File: src/hdl/mts_map.vh
// Purpose: Constants of the multichannel temperature sequencer
// Assumes: Included by bare name from the design files
// Notes:   Offsets are byte addresses of the plain register port
//
// What this block does
// - Capture address pins once after power-up
// - Standby pin low stops, high runs
// - Standby keeps results and limits unchanged
// - Alarm output only pulls low
// - Data pin open drain, clock only input
// - Per-channel data, high and low limits
// - Each result is eight bits
// - Integrate 64 ms per channel
// - Convert every channel, used or not
// - Start on command or free-running autoconvert
// - Busy flag while converting
// - Previous results readable until sequence ends
// - Results two's complement, 1 C per bit
// - Alarm when at or beyond a limit
// - Standby pin overrides start commands
`ifndef MTS_MAP_VH
`define MTS_MAP_VH

// ****************************************************
// Register offsets
// ****************************************************
`define MTS_OFS_CONFIG    8'h00
`define MTS_OFS_START     8'h01
`define MTS_OFS_STATUS    8'h02
`define MTS_OFS_INT_STAT  8'h03
`define MTS_OFS_INT_MASK  8'h04
`define MTS_OFS_SLV_ADDR  8'h05
`define MTS_GRP_DATA      4'h1
`define MTS_GRP_HIGH      4'h2
`define MTS_GRP_LOW       4'h3

// ****************************************************
// Field positions
// ****************************************************
`define MTS_CFG_STOP      0
`define MTS_CFG_AUTO      1
`define MTS_ST_BUSY       0
`define MTS_ST_STANDBY_PIN_N       1
`define MTS_ST_ALARM      2
`define MTS_ST_SDATA      3
`define MTS_INT_DONE      0
`define MTS_INT_HIGH      1
`define MTS_INT_LOW       2
`define MTS_INT_LINK      3

// ****************************************************
// Reset values
// ****************************************************
`define MTS_RST_CONFIG    8'h00
`define MTS_RST_MASK      4'h0
`define MTS_RST_HIGH      8'h7f
`define MTS_RST_LOW       8'hc9
`define MTS_RST_ADDR_BASE 5'h0a

// ****************************************************
// Timing
// ****************************************************
`define MTS_INTEG_MS      64
`define MTS_CLK_KHZ       50000

`endif

File: src/hdl/mts_sync2.v
// Purpose: Two flip-flop synchroniser for pin levels
// Assumes: Inputs are asynchronous to clk
// Notes:   Only the second stage leaves the module
module mts_sync2 #(
  parameter W = 1
) (
  // Clock and reset
  input  wire         clk,
  input  wire         reset,
  // Levels
  input  wire [W-1:0] d,
  output reg  [W-1:0] q
);

  reg [W-1:0] meta_q;

  always @(posedge clk or posedge reset) begin
    if (reset) begin
      meta_q <= {W{1'b0}};
      q      <= {W{1'b0}};
    end else begin
      meta_q <= d;
      q      <= meta_q;
    end
  end

endmodule

File: src/hdl/mts_seq.v
// Purpose: Conversion sequencer, result store and alarm logic
// Assumes: Analog front end delivers adc_result on clk domain
// Notes:   Serial bus protocol lives outside; pins are only watched
//
// Added by the designer: the plain strobed port and the register offsets.
`include "mts_map.vh"
module mts_seq #(
  parameter NUM_CH       = 5,
  parameter CW           = 22,
  parameter INTEG_CYCLES = `MTS_INTEG_MS * `MTS_CLK_KHZ
) (
  // Clock and reset
  input  wire       clk,
  input  wire       reset,
  // Register port
  input  wire [7:0] reg_addr,
  input  wire [7:0] reg_wdata,
  input  wire       reg_wr,
  input  wire       reg_rd,
  output reg  [7:0] reg_rdata_q,
  // Pins
  input  wire       addr_select_lo,
  input  wire       addr_select_hi,
  input  wire       standby_pin_n,
  input  wire       serial_clock_pin,
  input  wire       serial_data_pin_in,
  output reg        serial_data_pin_out_q,
  output reg        serial_data_pin_oe_q,
  output reg        alert_pin_out_q,
  output reg        alert_pin_oe_q,
  // Converter front end
  input  wire [7:0] adc_result,
  output reg  [2:0] adc_chan_q,
  output reg        adc_integrate_q,
  // Status outputs
  output reg  [6:0] slave_addr_q,
  output reg        irq_q
);

  // ****************************************************
  // Constants and state codes
  // ****************************************************
  // Full-width end points, cut to the counter widths on purpose
  localparam [31:0]   LAST_CNT_W = INTEG_CYCLES - 1;
  localparam [31:0]   LAST_CH_W  = NUM_CH - 1;
  localparam [CW-1:0] LAST_CNT   = LAST_CNT_W[CW-1:0];
  localparam [2:0]    LAST_CH    = LAST_CH_W[2:0];
  localparam [1:0] S_IDLE  = 2'd0;
  localparam [1:0] S_INTEG = 2'd1;
  localparam [1:0] S_CMT   = 2'd2;

  // ****************************************************
  // Pin synchronisers
  // ****************************************************
  wire [4:0] pins_s;

  mts_sync2 #(
    .W (5)
  ) u_sync (
    .clk   (clk),
    .reset (reset),
    .d     ({serial_data_pin_in, serial_clock_pin, standby_pin_n,
             addr_select_hi, addr_select_lo}),
    .q     (pins_s)
  );

  wire sel_lo_s = pins_s[0];
  wire sel_hi_s = pins_s[1];
  wire run_pin  = pins_s[2];
  wire sclk_s   = pins_s[3];
  wire sdat_s   = pins_s[4];

  // ****************************************************
  // Storage
  // ****************************************************
  reg [7:0]    data_q  [0:NUM_CH-1];
  reg [7:0]    shad_q  [0:NUM_CH-1];
  reg [7:0]    high_q  [0:NUM_CH-1];
  reg [7:0]    low_q   [0:NUM_CH-1];
  reg [NUM_CH-1:0] hi_flag_q;
  reg [NUM_CH-1:0] lo_flag_q;
  reg [7:0]    cfg_q;
  reg [3:0]    int_q;
  reg [3:0]    mask_q;
  reg [1:0]    state_q;
  reg [2:0]    chan_q;
  reg [CW-1:0] cnt_q;
  reg          busy_q;
  reg          sclk_d1_q;
  reg [1:0]    pwr_cnt_q;
  reg          addr_done_q;
  integer      i;
  integer      j;
  integer      k;

  // ****************************************************
  // Decode
  // ****************************************************
  wire [3:0] grp   = reg_addr[7:4];
  wire [2:0] idx   = reg_addr[2:0];
  wire       idx_ok = (reg_addr[3] == 1'b0) && (idx < NUM_CH);
  wire wr_start = reg_wr && (reg_addr == `MTS_OFS_START);
  wire wr_cfg   = reg_wr && (reg_addr == `MTS_OFS_CONFIG);
  wire wr_mask  = reg_wr && (reg_addr == `MTS_OFS_INT_MASK);
  wire wr_int   = reg_wr && (reg_addr == `MTS_OFS_INT_STAT);
  wire wr_high  = reg_wr && (grp == `MTS_GRP_HIGH) && idx_ok;
  wire wr_low   = reg_wr && (grp == `MTS_GRP_LOW) && idx_ok;

  // Standby from pin low or software stop bit
  wire standby = ~run_pin | cfg_q[`MTS_CFG_STOP];
  // Pin or software standby blocks every start
  wire start = !standby && (wr_start || cfg_q[`MTS_CFG_AUTO]);
  // Standby while integrating drops the running sequence
  wire abort = (state_q == S_INTEG) && standby;

  // Alarm comparison on the just-completed sequence
  reg [NUM_CH-1:0] hi_hit;
  reg [NUM_CH-1:0] lo_hit;

  always @* begin
    hi_hit = {NUM_CH{1'b0}};
    lo_hit = {NUM_CH{1'b0}};
    for (i = 0; i < NUM_CH; i = i + 1) begin
      // Signed compare, at or beyond the limit counts
      hi_hit[i] = $signed(shad_q[i]) >= $signed(high_q[i]);
      lo_hit[i] = $signed(shad_q[i]) <= $signed(low_q[i]);
    end
  end

  // ****************************************************
  // Event sources
  // ****************************************************
  wire cmt = (state_q == S_CMT);
  // Result of the current channel is due on this cycle
  wire take = (state_q == S_INTEG) && !standby && (cnt_q == LAST_CNT);
  // The clock pin climbs out of the synchroniser reset value; that
  // first rise is no bus edge, so wait until the pins have settled
  wire link_rise = sclk_s & ~sclk_d1_q & addr_done_q;
  // Pending unmasked events drive both the level and the alarm pin
  wire irq_src = |(int_q & mask_q);

  wire [3:0] ev;
  assign ev[`MTS_INT_DONE] = cmt;
  assign ev[`MTS_INT_HIGH] = cmt && (|hi_hit);
  assign ev[`MTS_INT_LOW]  = cmt && (|lo_hit);
  assign ev[`MTS_INT_LINK] = link_rise;

  // ****************************************************
  // Address capture at power-up
  // ****************************************************
  always @(posedge clk or posedge reset) begin
    if (reset) begin
      pwr_cnt_q    <= 2'd0;
      addr_done_q  <= 1'b0;
      slave_addr_q <= 7'h00;
    end else if (!addr_done_q) begin
      pwr_cnt_q <= pwr_cnt_q + 2'd1;
      if (pwr_cnt_q == 2'd3) begin
        // Wait out the synchroniser, then freeze the pins
        addr_done_q  <= 1'b1;
        slave_addr_q <= {`MTS_RST_ADDR_BASE, sel_hi_s, sel_lo_s};
      end
    end
  end

  // ****************************************************
  // Control registers and interrupts
  // ****************************************************
  always @(posedge clk or posedge reset) begin
    if (reset) begin
      cfg_q     <= `MTS_RST_CONFIG;
      mask_q    <= `MTS_RST_MASK;
      int_q     <= 4'h0;
      irq_q     <= 1'b0;
      sclk_d1_q <= 1'b0;
    end else begin
      sclk_d1_q <= sclk_s;
      if (wr_cfg)
        cfg_q <= reg_wdata;
      if (wr_mask)
        mask_q <= reg_wdata[3:0];
      // A new event wins over a write-one clear
      int_q <= (int_q & ~(wr_int ? reg_wdata[3:0] : 4'h0)) | ev;
      irq_q <= irq_src;
    end
  end

  // ****************************************************
  // Pins: open-drain outputs never drive high
  // ****************************************************
  always @(posedge clk or posedge reset) begin
    if (reset) begin
      alert_pin_out_q       <= 1'b0;
      alert_pin_oe_q        <= 1'b0;
      serial_data_pin_out_q <= 1'b0;
      serial_data_pin_oe_q  <= 1'b0;
    end else begin
      alert_pin_out_q       <= 1'b0;
      // Pull the alarm line low while an unmasked event waits
      alert_pin_oe_q        <= irq_src;
      // Data line is always released; nothing here ever drives it
      serial_data_pin_out_q <= 1'b0;
      serial_data_pin_oe_q  <= 1'b0;
    end
  end

  // ****************************************************
  // Limit registers
  // ****************************************************
  always @(posedge clk or posedge reset) begin
    if (reset) begin
      for (j = 0; j < NUM_CH; j = j + 1) begin
        high_q[j] <= `MTS_RST_HIGH;
        low_q[j]  <= `MTS_RST_LOW;
      end
    end else begin
      // Only the host changes limits, standby or not
      if (wr_high)
        high_q[idx] <= reg_wdata;
      if (wr_low)
        low_q[idx] <= reg_wdata;
    end
  end

  // ****************************************************
  // Conversion sequencer
  // ****************************************************
  always @(posedge clk or posedge reset) begin
    if (reset) begin
      state_q         <= S_IDLE;
      chan_q          <= 3'd0;
      cnt_q           <= {CW{1'b0}};
      busy_q          <= 1'b0;
      adc_chan_q      <= 3'd0;
      adc_integrate_q <= 1'b0;
    end else begin
      // Busy spans every channel plus the one-cycle commit
      case (state_q)
        S_IDLE: begin
          // Pin standby overrides any start command
          if (start) begin
            state_q         <= S_INTEG;
            chan_q          <= 3'd0;
            cnt_q           <= {CW{1'b0}};
            busy_q          <= 1'b1;
            adc_chan_q      <= 3'd0;
            adc_integrate_q <= 1'b1;
          end
        end
        S_INTEG: begin
          if (abort) begin
            // Drop the sequence, shadow results are discarded
            state_q         <= S_IDLE;
            busy_q          <= 1'b0;
            adc_integrate_q <= 1'b0;
          end else if (cnt_q == LAST_CNT) begin
            cnt_q <= {CW{1'b0}};
            if (chan_q == LAST_CH) begin
              state_q         <= S_CMT;
              adc_integrate_q <= 1'b0;
            end else begin
              // Every channel is converted, used or not
              chan_q     <= chan_q + 3'd1;
              adc_chan_q <= chan_q + 3'd1;
            end
          end else begin
            cnt_q <= cnt_q + {{(CW-1){1'b0}}, 1'b1};
          end
        end
        S_CMT: begin
          state_q <= S_IDLE;
          busy_q  <= 1'b0;
        end
        default: begin
          state_q <= S_IDLE;
          busy_q  <= 1'b0;
        end
      endcase
    end
  end

  // ****************************************************
  // Result capture and commit
  // ****************************************************
  always @(posedge clk or posedge reset) begin
    if (reset) begin
      for (k = 0; k < NUM_CH; k = k + 1) begin
        shad_q[k] <= 8'h00;
        data_q[k] <= 8'h00;
      end
      hi_flag_q <= {NUM_CH{1'b0}};
      lo_flag_q <= {NUM_CH{1'b0}};
    end else begin
      // Eight-bit result taken at the end of integration
      if (take)
        shad_q[chan_q] <= adc_result;
      // Visible data changes only when a sequence completes
      if (cmt) begin
        for (k = 0; k < NUM_CH; k = k + 1)
          data_q[k] <= shad_q[k];
        hi_flag_q <= hi_hit;
        lo_flag_q <= lo_hit;
      end
    end
  end

  // ****************************************************
  // Read port
  // ****************************************************
  reg [7:0] rd_mux;

  always @* begin
    rd_mux = 8'h00;
    case (reg_addr)
      `MTS_OFS_CONFIG:   rd_mux = cfg_q;
      `MTS_OFS_STATUS: begin
        rd_mux[`MTS_ST_BUSY]  = busy_q;
        rd_mux[`MTS_ST_STANDBY_PIN_N]  = standby;
        rd_mux[`MTS_ST_ALARM] = |{hi_flag_q, lo_flag_q};
        rd_mux[`MTS_ST_SDATA] = sdat_s;
      end
      `MTS_OFS_INT_STAT: rd_mux = {4'h0, int_q};
      `MTS_OFS_INT_MASK: rd_mux = {4'h0, mask_q};
      `MTS_OFS_SLV_ADDR: rd_mux = {1'b0, slave_addr_q};
      default: begin
        if (idx_ok) begin
          case (grp)
            `MTS_GRP_DATA: rd_mux = data_q[idx];
            `MTS_GRP_HIGH: rd_mux = high_q[idx];
            `MTS_GRP_LOW:  rd_mux = low_q[idx];
            default:       rd_mux = 8'h00;
          endcase
        end
      end
    endcase
  end

  always @(posedge clk or posedge reset) begin
    if (reset)
      reg_rdata_q <= 8'h00;
    else if (reg_rd)
      reg_rdata_q <= rd_mux;
    else
      reg_rdata_q <= 8'h00;
  end

endmodule

File: config.mk
export PLATFORM = sky130hd
export DESIGN_NAME = mts_seq
export DESIGN_NICKNAME = d
export VERILOG_FILES = /design/src/hdl/mts_sync2.v /design/src/hdl/mts_seq.v
export VERILOG_INCLUDE_DIRS = /design/src /design/src/hdl
export SDC_FILE = /design/constraint.sdc
export NUM_CORES = 1
export LEC_CHECK = 0
export ABC_AREA = 1
export BUFFER_PORTS_ARGS = -buffer_cell sky130_fd_sc_hd__clkbuf_2
export CAP_MARGIN = 20
export CORE_MARGIN = 2
export CORE_UTILIZATION = 55
export DETAILED_ROUTE_END_ITERATION = 10
export PLACE_DENSITY = 0.76
export SLEW_MARGIN = 20
export SYNTH_ARGS = -nofsm -noshare
export SYNTH_HDL_FRONTEND = slang
export SYNTH_SLANG_ARGS = --single-unit
File: constraint.sdc
create_clock -name clk -period 8.81 [get_ports clk]
set_input_delay 0 -clock clk [delete_from_list [all_inputs] [get_ports clk]]
set_output_delay 0 -clock clk [all_outputs]
set_load 0.01 [all_outputs]
==> qor.yml <==
run_status: "complete, no violations"
io_pins: 57
synth.most_common_cell: "nand2_1"
die_y_um: 160.4
timing.setup.critical_path_class: "reg2reg"
r2r_end: "cnt_q[10]$_DFFE_PP0P_"
worstPathMaxFanout: 30
coreArea_mm2: 0.02418
hold_path_class: "in2reg"
drcViolationCount: 0
design.final.nets: 1871
gr-usage-all-layers: 0.3054
rsz0062_at_grt: "false"
worst_setup_path_end_kind: "flip-flop"
setup-tns-final_ns: 0
finalSetupViolations: 0
worst_slew_margin: 0.3119
cells_resized_by_post_cts_repair: 0
netlist_area_mm2: 0.01345
fin_worst_setup_slack_ns: 6.342
root_buffer: "clkbuf_16"
regToRegSetupSlack_ns: 6.34
gr-total-overflow: 0
post_route_hold_slack_ns: 0.03860
cp-start-kind: "flip-flop"
cp_data_arrival_time_ns: 2.90
finalWorstPathRequiredPeriod_ns: 2.468
wirelength_mm: 38.47
crit_end: "cnt_q[10]$_DFFE_PP0P_"
layout-area-overhead-vs-synth_pct: 10.74
grt_first_pass_wirelength_mm: 60.56
netlist_top_cells_area: "dfrtp_1 (35%), nand2_1 (16%), dfstp_2 (11%), ha_1 (7.8%), o21ai_1 (5.4%)"
synth_area_per_cell_um2: 7.849
post-route-util: 0.6158
rr_worst_depth: 9
fmax_ghz: 0.4052
n_fill_cell: 2159
first_global_vias: 11180
final_antenna_net_count: 0
final-instance-count-excl-fill: 2099
place.detailed.hpwl_mm: 27.33
detailedRoute.firstIterationViolations: 1029
fp.dieArea_mm2: 0.02571
max-cap-violations: 0
netlist-cell-type-count: 48
postPlaceCellArea_mm2: 0.01381
total_power_mw: 2.570
primary_flip_flop_cell_chosen_by_synthesis_mapping: "dfrtp_1"
place.port_buffers: 50
peakVddDrop_uv: 161.7
cts_inserted_buffers: 27
largest_net_degree_at_the_start_of_global_routing: 105
tritoncts_clock_tree: "done"
final_max_slew_viol_count: 0
clk-insertion-delay-late_ns: 0.54
synth-edff-count: 0
synth_top_cells_by_count: "nand2_1 (582), inv_1 (190), dfrtp_1 (186), o21ai_1 (146), nand3_1 (104)"
post_synth_inst_count: 1713
floorplan.initialDensity: 0.5561
final.period_utilization: 0.2801
yosysTopAreaCell: "dfrtp_1"
route.vias.total: 11570
ys_async_sr_fraction: 1.000
ys_seq_elements: 241
yosysSeqAreaShare: 0.4537
maximum_count_of_clock_buffers_along_a_single_path: 3
worst_pin_slew_ns: 1.031
power-per-cell-area_mw_per_mm2: 172.6
htree_levels: 1
area_of_combinational_cells_with_multiple_inputs_mm2: 0.006247
cts_num_sinks: 241
critPathRequiredTime_ns: 9.24
routed_wire_length_per_instance_um: 18.33
drtPass1Iterations: 5
path_clk_slew_ns: 0.06
final.setup_skew_ns: 0.02022
register_area_mm2: 0.006100
dp.cells: 2030
synth_largest_type_area_fraction: 0.3462
worst_setup_path_startpoint: "state_q[0]$_DFFE_PP0P_"
n_antenna_cell: 0
post-route-cell-area_mm2: 0.01489
worst_slack_placed_ns: 6.300
ys.warnings.count: 0
proportion_of_layout_cells_with_a_drive_suffix_above_1: 0.1239
fp-row-count: 57
floorplan.die.width_um: 160.4
startpoint_of_the_lowest_slack_register_to_register_path: "state_q[0]$_DFFE_PP0P_"
grt_antenna_before_repair: 0
detail_route.vias_per_cell: 5.511
cellLeakagePower_nw: 7.071
place_congestion: 0.9609
hold_violations: 0
## cells in the final DEF (no fill, tap or decap), drive strengths merged, types with 11 or more instances in the layout
master	netlist	final
o21ai	214	214
nor2	78	78
dfrtp	186	186
dlygate4sd3	0	19
nand2	594	594
nand4	28	28
nor3	11	11
inv	207	208
dfstp	55	55
nand3	106	106
a21oi	45	45
clkbuf	28	86
ha	84	84
## worst min-delay path by stage
stage	startpoint	to	slack, ns	depth (start not counted)
after floorplan	addr_select_lo	u_sync.meta_q[0]$_DFF_PP0_	0.03	0
after global placement	serial_data_pin_in	u_sync.meta_q[4]$_DFF_PP0_	0.11	1
after detailed placement	addr_select_hi	u_sync.meta_q[1]$_DFF_PP0_	0.11	1
after CTS	reg_addr[2]	reg_rdata_q[4]$_DFF_PP0_	0.005	4
after global routing	reg_addr[2]	reg_rdata_q[4]$_DFF_PP0_	0.04	4
final	reg_addr[2]	reg_rdata_q[3]$_DFF_PP0_	0.04	4
## metal layers
| layer | up-vias | GRT usage | share of wire |
|---|---|---|---|
| li1 | 5575 | - | - |
| met1 | 5442 | 0.4011 | 0.41 |
| met2 | 436 | 0.5092 | 0.47 |
| met3 | 114 | 0.03228 | 0.064 |
| met4 | 0 | 0.1507 | 0.059 |
| met5 | - | 0 | 0 |
## cell families (layout without fill, tap and decap cells)
logic type	Yosys count	in the layout	share of synthesized area
AO/OA/AOI/OAI	277	277	0.1101
buffers and inverters	272	329	0.08366
other	1	6	0.0002789
multiplexers	1	1	0.0008375
XOR/XNOR	10	10	0.006514
adder cells (fa/ha/maj)	84	84	0.07817
AND/OR/NAND/NOR	827	827	0.2668
flip-flops	241	241	0.4537
## final cells by class
class                           count  share of cell area
Clock buffer                       36             0.05101
Timing Repair Buffer               72             0.03109
Sequential cell                   241              0.4097
Clock inverter                     14            0.008739
Tap cell                          324             0.02723
Inverter                          207             0.05269
Multi-Input combinational cell   1205              0.4196
## report_power, final
group	switching, mW	leakage (nW)	internal (mW)
combinational	0.166	3.75	0.0727
clock	0.468	0.446	0.664
sequential	0.0386	2.88	1.16
## state kept, by name (all words and copies together) (netlist names), 3 cells and up
signal	flops
u_sync.meta_q	5
int_q	4
slave_addr_q	3
mask_q	4
chan_q	3
u_sync.q	5
shad_q	40
hi_flag_q	5
low_q	40
data_q	40
cfg_q	8
lo_flag_q	5
cnt_q	22
high_q	40
reg_rdata_q	8
## worst max-delay path, stage by stage (launching register included)
cell and delay [ns]:
dfrtp_1 0.42, inv_2 0.07, nor2_4 0.37, inv_2 0.15
nor2_1 0.22, inv_2 0.11, nand2_2 0.44, inv_2 0.31
a21oi_1 0.20, nor2_1 0.06
## what timing repair did
item | CTS | global route
endpoints found under the hold margin | 137 | 0
hold buffers | 19 | 0
setup buffers | 0 | 0
Note: power is estimated with default switching activity, not from simulation.
